[src/shared/adc_seq_map.vh]
/*
 * Holds the register offsets, field positions, reset values and timing figures of the
 * conversion sequencer.
 * Assumes it is included by its bare name from the sequencer design file.
 */
`ifndef ADC_SEQ_MAP_VH
`define ADC_SEQ_MAP_VH

// ----------------------------------------------------------------------------
// Register byte offsets
// ----------------------------------------------------------------------------
`define OFS_CONFIG 8'h00
`define OFS_ENABLE 8'h04
`define OFS_START 8'h08
`define OFS_STATUS 8'h0c
`define OFS_RESULT 8'h10

// ----------------------------------------------------------------------------
// Configuration register fields
// ----------------------------------------------------------------------------
`define CFG_DIV_LSB 0
`define CFG_DIV_W 8
`define CFG_SINT_LSB 8
`define CFG_REFEXT_BIT 10
`define CFG_REG_EN_BIT 11
`define CFG_IRQ_EN_BIT 12
`define CFG_RESET 32'h0000_0f0f

// ----------------------------------------------------------------------------
// Enable register fields
// ----------------------------------------------------------------------------
`define EN_ON_BIT 0
`define EN_CONT_BIT 1
`define EN_RANGE2_BIT 2
`define EN_SRC_LSB 4
`define EN_RESET 32'h0000_0000

// ----------------------------------------------------------------------------
// Start register fields
// ----------------------------------------------------------------------------
`define ST_GO_BIT 0
`define ST_ACC_BIT 1
`define ST_ACCN_LSB 2
`define ST_STOP_BIT 4

// ----------------------------------------------------------------------------
// Status register fields
// ----------------------------------------------------------------------------
`define SR_DONE_BIT 0
`define SR_BUSY_BIT 1
`define SR_REG_RDY_BIT 2

// ----------------------------------------------------------------------------
// Timing
// ----------------------------------------------------------------------------
`define SYS_CLK_KHZ 16000
`define TARGET_KHZ 500
`define CONV_PERIODS 14
`define SAMPLE_MULT 3

// AXI responses.
`define RESP_OKAY 2'b00
`define RESP_SLVERR 2'b10

`endif
[src/design/adc_conversion_sequencer.v]
/*
 * Holds the digital sequencer of a 12-bit converter: clock divider, sampling and
 * conversion phases, input and range selection, single, continuous and accumulation
 * modes, completion flag and interrupt, all behind an AXI4-Lite register slave.
 * Assumes the analogue core samples on sample_hold, presents result_code (saturated)
 * by the end of the conversion phase, and reports regulator readiness.
 * Assumes the register bus master keeps at most one write and one read under way.
 * Assumes software holds the divider and the sampling interval steady while a
 * conversion runs, and waits for regulator readiness before it starts one; the
 * sequencer itself does not hold a start back on regulator readiness.
 */
// Decided for this implementation: the placing of the registers and the AXI4-Lite interface to the registers.
//
// Contract
// Converter clock is the system clock divided by a software-set divider.
// Sampling interval selectable as 2, 4, 6 or 8 converter clock periods.
// Sampling phase lasts three sampling intervals before conversion starts.
// Conversion phase lasts exactly 14 converter clock periods.
// Software should normally pick the 2-period sampling interval.
// A setting picks internal or external reference voltage.
// Range is 0..Vref or 0..2Vref; out-of-range inputs give saturated code.
// Regulator enabled by setting, readiness visible; software waits for it.
// With enable set, interrupt on each completed conversion; else none. In accumulation the code raises it once only, when the run ends.
// Input multiplexer selects one of six sources.
// Enabling never starts conversion; only a start command does.
// Single-shot start makes exactly one conversion, then idle.
// Continuous and accumulation start next conversion immediately.
// Accumulation performs a fixed count and presents the sum, then stops.
// Accumulation count 2, 4, 8 or 16; accumulation overrides mode setting.
// Each conversion samples once and holds for the conversion, 12 bits.
// Only the converter raises the analogue peripheral interrupt.
// Continuous result stays unchanged until the next conversion completes.
// A pollable flag shows the conversion or whole run has finished.
// Stop or disable ends any sequence at once, no interrupt.
// Completion flag clears on accepted start, sets when the run ends.
`timescale 1ns/1ps
`include "adc_seq_map.vh"

module adc_conversion_sequencer #(
    parameter DATA_W = 12,
    parameter DIV_W = `CFG_DIV_W
) (
    // Clock and reset.
    input wire clk,
    input wire resetn,
    // AXI4-Lite write address.
    input wire [7:0] s_axi_awaddr,
    input wire s_axi_awvalid,
    output reg s_axi_awready,
    // AXI4-Lite write data.
    input wire [31:0] s_axi_wdata,
    input wire [3:0] s_axi_wstrb,
    input wire s_axi_wvalid,
    output reg s_axi_wready,
    // AXI4-Lite write response.
    output reg [1:0] s_axi_bresp,
    output reg s_axi_bvalid,
    input wire s_axi_bready,
    // AXI4-Lite read address.
    input wire [7:0] s_axi_araddr,
    input wire s_axi_arvalid,
    output reg s_axi_arready,
    // AXI4-Lite read data.
    output reg [31:0] s_axi_rdata,
    output reg [1:0] s_axi_rresp,
    output reg s_axi_rvalid,
    input wire s_axi_rready,
    // Analogue core.
    output reg conv_clk,
    output reg sample_hold,
    output reg convert_active,
    output reg [2:0] input_select,
    output reg range_double,
    output reg ref_external,
    output reg regulator_enable,
    input wire regulator_ready,
    input wire [DATA_W-1:0] result_code,
    // Interrupt.
    output reg analogue_peripheral_interrupt
);

    // ------------------------------------------------------------------------
    // Local definitions
    // ------------------------------------------------------------------------
    localparam ST_IDLE = 2'd0;
    localparam ST_SAMPLE = 2'd1;
    localparam ST_CONVERT = 2'd2;
    localparam SUM_W = DATA_W + 4;
    localparam [31:0] CONV_LAST_FULL = `CONV_PERIODS - 1;
    localparam [4:0] CONV_LAST = CONV_LAST_FULL[4:0];

    // Sampling-phase length in converter periods: three intervals of 2, 4, 6 or 8.
    function [4:0] sample_len;
        input [1:0] sel;
        reg [31:0] len_full;
        begin
            len_full = `SAMPLE_MULT * ({3'd0, sel} + 5'd1) * 2;
            sample_len = len_full[4:0];
        end
    endfunction

    // Accumulation count 2, 4, 8 or 16 from a two-bit selector.
    function [4:0] acc_len;
        input [1:0] sel;
        begin
            acc_len = 5'd2 << sel;
        end
    endfunction

    reg [31:0] cfg_q;
    reg [31:0] en_q;
    reg [1:0] state_q;
    reg [DIV_W-1:0] div_cnt_q;
    reg [4:0] phase_cnt_q;
    reg [4:0] acc_left_q;
    reg acc_mode_q;
    reg [SUM_W-1:0] sum_q;
    reg [SUM_W-1:0] result_q;
    reg done_q;
    reg rdy_q;
    reg [7:0] aw_q;
    reg aw_have_q;
    reg [31:0] w_q;
    reg w_have_q;
    reg [3:0] wstrb_q;

    wire wr_fire = aw_have_q && w_have_q && !s_axi_bvalid;
    wire [7:0] wr_addr = aw_q;
    wire start_wr = wr_fire && wr_addr == `OFS_START && wstrb_q[0];
    wire go_cmd = start_wr && w_q[`ST_GO_BIT] && en_q[`EN_ON_BIT] && !w_q[`ST_STOP_BIT];
    wire stop_cmd = (start_wr && w_q[`ST_STOP_BIT]) || !en_q[`EN_ON_BIT];
    wire tick = div_cnt_q == cfg_q[`CFG_DIV_LSB +: DIV_W];
    wire conv_end = state_q == ST_CONVERT && tick && conv_clk && phase_cnt_q == CONV_LAST;
    wire [4:0] sample_last = sample_len(cfg_q[`CFG_SINT_LSB +: 2]) - 5'd1;
    wire [SUM_W-1:0] sum_next = sum_q + {{(SUM_W-DATA_W){1'b0}}, result_code};

    // ------------------------------------------------------------------------
    // Register write slave
    // ------------------------------------------------------------------------
    always @(posedge clk or negedge resetn) begin
        if (!resetn) begin
            s_axi_awready <= 1'b1;
            s_axi_wready <= 1'b1;
            aw_have_q <= 1'b0;
            w_have_q <= 1'b0;
            aw_q <= 8'h00;
            w_q <= 32'h0000_0000;
            wstrb_q <= 4'h0;
            s_axi_bvalid <= 1'b0;
            s_axi_bresp <= `RESP_OKAY;
            cfg_q <= `CFG_RESET;
            en_q <= `EN_RESET;
        end else begin
            if (s_axi_awvalid && s_axi_awready) begin
                aw_q <= s_axi_awaddr;
                aw_have_q <= 1'b1;
                s_axi_awready <= 1'b0;
            end
            if (s_axi_wvalid && s_axi_wready) begin
                w_q <= s_axi_wdata;
                wstrb_q <= s_axi_wstrb;
                w_have_q <= 1'b1;
                s_axi_wready <= 1'b0;
            end
            if (wr_fire) begin
                aw_have_q <= 1'b0;
                w_have_q <= 1'b0;
                s_axi_bvalid <= 1'b1;
                s_axi_bresp <= `RESP_OKAY;
                case (wr_addr)
                    `OFS_CONFIG: begin
                        if (wstrb_q[0]) cfg_q[7:0] <= w_q[7:0];
                        if (wstrb_q[1]) cfg_q[12:8] <= w_q[12:8];
                    end
                    `OFS_ENABLE: begin
                        if (wstrb_q[0]) en_q[6:0] <= w_q[6:0];
                    end
                    `OFS_START, `OFS_STATUS, `OFS_RESULT: begin
                    end
                    default: begin
                        s_axi_bresp <= `RESP_SLVERR;
                    end
                endcase
            end
            if (s_axi_bvalid && s_axi_bready) begin
                s_axi_bvalid <= 1'b0;
                s_axi_awready <= 1'b1;
                s_axi_wready <= 1'b1;
            end
        end
    end

    // ------------------------------------------------------------------------
    // Register read slave
    // ------------------------------------------------------------------------
    always @(posedge clk or negedge resetn) begin
        if (!resetn) begin
            s_axi_arready <= 1'b1;
            s_axi_rvalid <= 1'b0;
            s_axi_rdata <= 32'h0000_0000;
            s_axi_rresp <= `RESP_OKAY;
        end else if (s_axi_arvalid && s_axi_arready) begin
            s_axi_arready <= 1'b0;
            s_axi_rvalid <= 1'b1;
            s_axi_rresp <= `RESP_OKAY;
            case (s_axi_araddr)
                `OFS_CONFIG: s_axi_rdata <= {19'h0, cfg_q[12:0]};
                `OFS_ENABLE: s_axi_rdata <= {25'h0, en_q[6:0]};
                `OFS_START: s_axi_rdata <= 32'h0000_0000;
                `OFS_STATUS: s_axi_rdata <= {29'h0, rdy_q, state_q != ST_IDLE, done_q};
                `OFS_RESULT: s_axi_rdata <= {{(32-SUM_W){1'b0}}, result_q};
                default: begin
                    s_axi_rdata <= 32'h0000_0000;
                    s_axi_rresp <= `RESP_SLVERR;
                end
            endcase
        end else if (s_axi_rvalid && s_axi_rready) begin
            s_axi_rvalid <= 1'b0;
            s_axi_arready <= 1'b1;
        end
    end

    // ------------------------------------------------------------------------
    // Converter clock divider
    // ------------------------------------------------------------------------
    always @(posedge clk or negedge resetn) begin
        if (!resetn) begin
            div_cnt_q <= {DIV_W{1'b0}};
            conv_clk <= 1'b0;
        end else if (tick || state_q == ST_IDLE) begin
            div_cnt_q <= {DIV_W{1'b0}};
            conv_clk <= (state_q == ST_IDLE) ? 1'b0 : ~conv_clk;
        end else begin
            div_cnt_q <= div_cnt_q + {{(DIV_W-1){1'b0}}, 1'b1};
        end
    end

    // ------------------------------------------------------------------------
    // Conversion sequencer
    // ------------------------------------------------------------------------
    always @(posedge clk or negedge resetn) begin
        if (!resetn) begin
            state_q <= ST_IDLE;
            phase_cnt_q <= 5'd0;
            acc_left_q <= 5'd0;
            acc_mode_q <= 1'b0;
            sum_q <= {SUM_W{1'b0}};
            result_q <= {SUM_W{1'b0}};
            done_q <= 1'b0;
            analogue_peripheral_interrupt <= 1'b0;
            sample_hold <= 1'b0;
            convert_active <= 1'b0;
        end else begin
            analogue_peripheral_interrupt <= 1'b0;
            if (stop_cmd && state_q != ST_IDLE) begin
                state_q <= ST_IDLE;
                sample_hold <= 1'b0;
                convert_active <= 1'b0;
            end else begin
                case (state_q)
                    ST_IDLE: begin
                        if (go_cmd) begin
                            state_q <= ST_SAMPLE;
                            phase_cnt_q <= 5'd0;
                            done_q <= 1'b0;
                            acc_mode_q <= w_q[`ST_ACC_BIT];
                            acc_left_q <= acc_len(w_q[`ST_ACCN_LSB +: 2]);
                            sum_q <= {SUM_W{1'b0}};
                            sample_hold <= 1'b1;
                        end
                    end
                    ST_SAMPLE: begin
                        if (tick && conv_clk) begin
                            if (phase_cnt_q == sample_last) begin
                                state_q <= ST_CONVERT;
                                phase_cnt_q <= 5'd0;
                                sample_hold <= 1'b0;
                                convert_active <= 1'b1;
                            end else begin
                                phase_cnt_q <= phase_cnt_q + 5'd1;
                            end
                        end
                    end
                    ST_CONVERT: begin
                        if (conv_end) begin
                            convert_active <= 1'b0;
                            // see R9
                            analogue_peripheral_interrupt <= cfg_q[`CFG_IRQ_EN_BIT] &&
                                (!acc_mode_q || acc_left_q == 5'd1);
                            if (acc_mode_q) begin
                                sum_q <= sum_next;
                                acc_left_q <= acc_left_q - 5'd1;
                                if (acc_left_q == 5'd1) begin
                                    result_q <= sum_next;
                                    done_q <= 1'b1;
                                    state_q <= ST_IDLE;
                                end else begin
                                    state_q <= ST_SAMPLE;
                                    sample_hold <= 1'b1;
                                end
                            end else begin
                                result_q <= {{(SUM_W-DATA_W){1'b0}}, result_code};
                                done_q <= 1'b1;
                                if (en_q[`EN_CONT_BIT]) begin
                                    state_q <= ST_SAMPLE;
                                    sample_hold <= 1'b1;
                                end else begin
                                    state_q <= ST_IDLE;
                                end
                            end
                            phase_cnt_q <= 5'd0;
                        end else if (tick && conv_clk) begin
                            phase_cnt_q <= phase_cnt_q + 5'd1;
                        end
                    end
                    default: begin
                        state_q <= ST_IDLE;
                    end
                endcase
            end
        end
    end

    // ------------------------------------------------------------------------
    // Analogue controls
    // ------------------------------------------------------------------------
    always @(posedge clk or negedge resetn) begin
        if (!resetn) begin
            input_select <= 3'd0;
            range_double <= 1'b0;
            ref_external <= 1'b0;
            regulator_enable <= 1'b0;
            rdy_q <= 1'b0;
        end else begin
            input_select <= (en_q[`EN_SRC_LSB +: 3] > 3'd5) ? 3'd5 : en_q[`EN_SRC_LSB +: 3];
            range_double <= en_q[`EN_RANGE2_BIT];
            ref_external <= cfg_q[`CFG_REFEXT_BIT];
            regulator_enable <= cfg_q[`CFG_REG_EN_BIT];
            rdy_q <= regulator_ready && cfg_q[`CFG_REG_EN_BIT];
        end
    end

endmodule // adc_conversion_sequencer

[config.mk]
export PLATFORM = sky130hd
export DESIGN_NAME = adc_conversion_sequencer
export DESIGN_NICKNAME = d
export VERILOG_FILES = /design/src/design/adc_conversion_sequencer.v
export VERILOG_INCLUDE_DIRS = /design/src /design/src/shared
export SDC_FILE = /design/constraint.sdc
export NUM_CORES = 1
export LEC_CHECK = 0
export BUFFER_PORTS_ARGS = -buffer_cell sky130_fd_sc_hd__buf_2
export CORE_ASPECT_RATIO = 1.4
export CORE_MARGIN = 5
export CORE_UTILIZATION = 55
export CTS_CLUSTER_DIAMETER = 150
export DETAILED_ROUTE_END_ITERATION = 8
export MAX_ROUTING_LAYER = met4
export PLACE_DENSITY_LB_ADDON = 0.3
export SYNTH_ARGS = -nofsm -noshare
export SYNTH_HDL_FRONTEND = slang
export SYNTH_SLANG_ARGS = --single-unit
[constraint.sdc]
create_clock -name clk -period 6.8 [get_ports clk]
set_clock_uncertainty 0.05 [all_clocks]
set_input_delay 1.02 -clock clk [delete_from_list [all_inputs] [get_ports clk]]
set_output_delay 1.02 -clock clk [all_outputs]
set_load 0.005 [all_outputs]
==> reports/metrics.json <==
{
  "gpl.final_weighted_congestion": {"value": 0.896},
  "htreeDepth": {"value": 4},
  "cts_made_buffers": {"value": 17},
  "ant_nets": {"value": 0},
  "required": {"value": 7.10, "unit": "ns"},
  "synth_warnings": {"value": 0},
  "wire_length_on_met3": {"value": 902, "unit": "um"},
  "post-route-worst-setup-slack": {"value": 3.62, "unit": "ns"},
  "cts_root_buffer": {"value": "sky130_fd_sc_hd__clkbuf_16"},
  "synthesis.instances": {"value": 653},
  "critical_path_class": {"value": "primary input to flop"},
  "worstMarginPinSlew": {"value": 1.06, "unit": "ns"},
  "fp.dieArea": {"value": 14900, "unit": "um2"},
  "post-dp-hpwl": {"value": 12200, "unit": "um"},
  "critical-path-slowest-cell": {"value": "sky130_fd_sc_hd__a2111oi_0"},
  "power_leakage": {"value": 3.79, "unit": "nW"},
  "pin_count_of_the_biggest_net_entering_global_routing": {"value": 86},
  "post-route-min-period": {"value": 3.18, "unit": "ns"},
  "wl_per_cell": {"value": 18.3, "unit": "um"},
  "power_frac_seq": {"value": 44.0, "unit": "%"},
  "area_after_dpl": {"value": 7360, "unit": "um2"},
  "synth_seq_cells": {"value": 133},
  "combinationalPowerShare": {"value": 13.3, "unit": "%"},
  "worstPathCellList": {"value": "buf_2, ha_1, a211o_1, a2111oi_0, o32ai_1, a311oi_1, mux2i_1, a21oi_1"},
  "sw_frac_of_total": {"value": 28.1, "unit": "%"},
  "maxUsedRoutingLayer": {"value": "met4"},
  "wirelength_met1": {"value": 6470, "unit": "um"},
  "grt_antenna_before_repair": {"value": 0},
  "startpoint_type": {"value": "primary input"},
  "die_height": {"value": 143, "unit": "um"},
  "width_of_the_chip": {"value": 105, "unit": "um"},
  "io-pin-count": {"value": 123},
  "drt_drc_violations_left": {"value": 0},
  "crit_arrival": {"value": 3.47, "unit": "ns"},
  "setup_tns": {"value": 0, "unit": "ns"},
  "syn_area": {"value": 6910, "unit": "um2"},
  "dp.cells": {"value": 865},
  "power_per_cell_area": {"value": 289, "unit": "nW/um2"},
  "dp_worst_setup_slack": {"value": 3.20, "unit": "ns"},
  "fin_cells": {"value": 897},
  "synth_cell_types": {"value": 71},
  "initial_drt_markers": {"value": 169},
  "internal_power": {"value": 1.66, "unit": "mW"},
  "post_cts.resized_instances": {"value": 0},
  "clock_insertion_delay_worst_skew": {"value": 0.42, "unit": "ns"},
  "coreArea": {"value": 12300, "unit": "um2"},
  "status": {"value": "complete, no violations"},
  "antenna-diode-count": {"value": 0},
  "cts_hold_repair.buffers": {"value": 0},
  "global_route_usage_sum": {"value": 23.1, "unit": "%"},
  "detailedRoute.firstPassIterationCount": {"value": 4},
  "num_rows": {"value": 48},
  "grt.overflow.total": {"value": 0},
  "clk_pin_slew": {"value": 0.06, "unit": "ns"},
  "net-switching-power": {"value": 650, "unit": "uW"},
  "clock_path_buffers": {"value": 2},
  "tritoncts": {"value": "done"},
  "synth_seq_area_share": {"value": 48.4, "unit": "%"},
  "drt-total-wl": {"value": 16400, "unit": "um"},
  "clk_sink_count": {"value": 133},
  "detail_route.vias_per_cell": {"value": 5.92},
  "peakVddDrop": {"value": 0.250, "unit": "mV"},
  "synth_area_per_cell": {"value": 10.6, "unit": "um2"},
  "share_of_layout_cells_above_drive_strength_1": {"value": 24.6, "unit": "%"},
  "post-route-cell-area": {"value": 8000, "unit": "um2"},
  "setup_viol": {"value": 0},
  "initial_core_util": {"value": 56.1, "unit": "%"},
  "finish.net_count": {"value": 830},
  "max_clock_freq": {"value": 315, "unit": "MHz"},
  "postCtsSetupBuffers": {"value": 0},
  "syn_to_final_growth": {"value": 15.8, "unit": "%"},
  "max-slew-margin-rel": {"value": 29.3, "unit": "%"},
  "met2RoutedLength": {"value": 8660, "unit": "um"},
  "vias": {"value": 5309},
  "first_pass_grt_wire_length": {"value": 26800, "unit": "um"},
  "io_buffers": {"value": 83},
  "synth-async-reset-ratio": {"value": 100, "unit": "%"},
  "min_path_type": {"value": "flop to flop"},
  "worstPathMaxFanout": {"value": 3},
  "final_hold_viol_count": {"value": 0},
  "final_number_of_max_transition_violations": {"value": 0},
  "grt_pass1_vias": {"value": 5420},
  "endpoint_kind": {"value": "flop"},
  "part_of_the_cycle_the_worst_path_needs": {"value": 46.7, "unit": "%"},
  "max_cap_viol_count": {"value": 0},
  "synth-edff-count": {"value": 0},
  "synth_flop_cell": {"value": "sky130_fd_sc_hd__dfrtp_1"},
  "rsz0062_at_grt": {"value": "no"},
  "relative_contribution_of_the_clock_network_to_total_power": {"value": 42.6, "unit": "%"},
  "whs": {"value": 0.385, "unit": "ns"},
  "critPathMaxStageDelay": {"value": 0.61, "unit": "ns"}
}
## power by group through the flow
| stage | registers (mW) | logic, mW | clock network (mW) |
|---|---|---|---|
| 4_1_cts | 1.02 | 0.313 | 0.993 |
| 5_1_grt | 1.03 | 0.343 | 1.03 |
| 3_3_place_gp | 1.02 | 0.296 | 0 |
| 6_report | 1.02 | 0.308 | 0.985 |
| 3_5_place_dp | 1.03 | 0.311 | 0 |
| 2_1_floorplan | 0.988 | 0.230 | 0 |
## through the flow
stage	util, %	total power [mW]
global placement	59.8	1.32
finish	64.9	2.31
floorplan	-	1.22
CTS	64.9	2.32
global route	64.9	2.41
detailed placement	59.8	1.34
## cells by family (layout without fill, tap and decap cells)
logic type | after synthesis | in the layout | synth area share [%]
and+or+nand+nor | 181 | 181 | 13.5
adders and majority gates | 24 | 24 | 4.46
xor gates and xnor gates | 30 | 30 | 3.81
other | 1 | 18 | 0.0543
muxes | 67 | 67 | 10.5
buffers and inverters | 64 | 141 | 4.66
AOI/OAI and AO/OA | 153 | 153 | 14.7
DFF | 133 | 133 | 48.4
## layer usage
layer | vias to the layer above | GRT usage [%]
li1 | 2486 | -
met1 | 2650 | 25.6
met2 | 144 | 40.7
met3 | 29 | 5.27
met4 | 0 | 8.35
met5 | - | -
## layout by cell type (no fill, tap or decap), drive strengths merged, types with 8 or more instances in the layout
| master | Yosys | routed |
|---|---|---|
| dfrtp | 122 | 122 |
| buf | 25 | 84 |
| nand2 | 60 | 60 |
| o21ai | 47 | 47 |
| mux2 | 42 | 42 |
| nor2 | 41 | 41 |
| inv | 25 | 34 |
| a21oi | 31 | 31 |
| mux2i | 25 | 25 |
| ha | 23 | 23 |
| conb | 1 | 18 |
| xor2 | 17 | 17 |
| clkbuf | 14 | 17 |
| xnor2 | 13 | 13 |
| nor3 | 13 | 13 |
| nand3 | 12 | 12 |
| dfstp | 11 | 11 |
| o31ai | 10 | 10 |
| a21o | 10 | 10 |
| a22o | 8 | 8 |
## final cells by class
cell class / count / area [um2]
multi-input combinational: 473 / 3310
sequential: 133 / 3340
tap: 150 / 188
fill: 965 / 4320
inverter: 25 / 93.8
clock inverter: 15 / 210
timing repair buffer: 84 / 425
clock buffer: 17 / 425
## worst max-delay path: cells and delay by family
family | cells | cell delay, ns
adder cells (fa/ha/maj) | 1 | 0.31
multiplexers | 1 | 0.22
AO/OA/AOI/OAI | 5 | 1.78
buffers and inverters | 1 | 0.13
## registers in the layout (all words and copies together) (netlist names), 2 cells and up
name / cells
result_q: 16
s_axi_rdata: 16
sum_q: 16
cfg_q: 13
w_q: 13
aw_q: 8
div_cnt_q: 8
en_q: 7
acc_left_q: 5
phase_cnt_q: 5
input_select: 3
state_q: 2
wstrb_q: 2
## synth_stat cells, drive strengths merged, types with 5 or more instances
cell type / instances / area [um2]
ha: 23 / 288
o21ai: 47 / 235
and2: 6 / 37.5
or3: 6 / 37.5
and3: 6 / 37.5
o21bai: 5 / 37.5
nor3: 13 / 70.1
a22o: 8 / 70.1
a21oi: 31 / 166
nor2: 41 / 154
dfstp: 11 / 289
buf: 25 / 174
xnor2: 13 / 114
inv: 25 / 93.8
nand3: 12 / 60.1
nor4: 6 / 65.1
clkbuf: 14 / 53.8
o31ai: 10 / 75.1
nand2: 60 / 225
mux2i: 25 / 250
a21o: 10 / 75.1
dfrtp: 122 / 3050
mux2: 42 / 473
xor2: 17 / 149
## worst paths after layout
check	slack [ns]	endpoint	start	cells past startpoint
worst max-delay path	3.62	result_q[11]	result_code[1]	8
worst min-delay path	0.38	range_double	en_q[2]	0
worst max register to register	3.68	acc_left_q[3]	aw_q[0]	6
worst min register to register	0.38	range_double	en_q[2]	0
max in group asynchronous	4.66	state_q[0]	resetn	2
min in group asynchronous	0.55	regulator_enable	resetn	1
No activity file was read; power rests on OpenSTA's default activity.
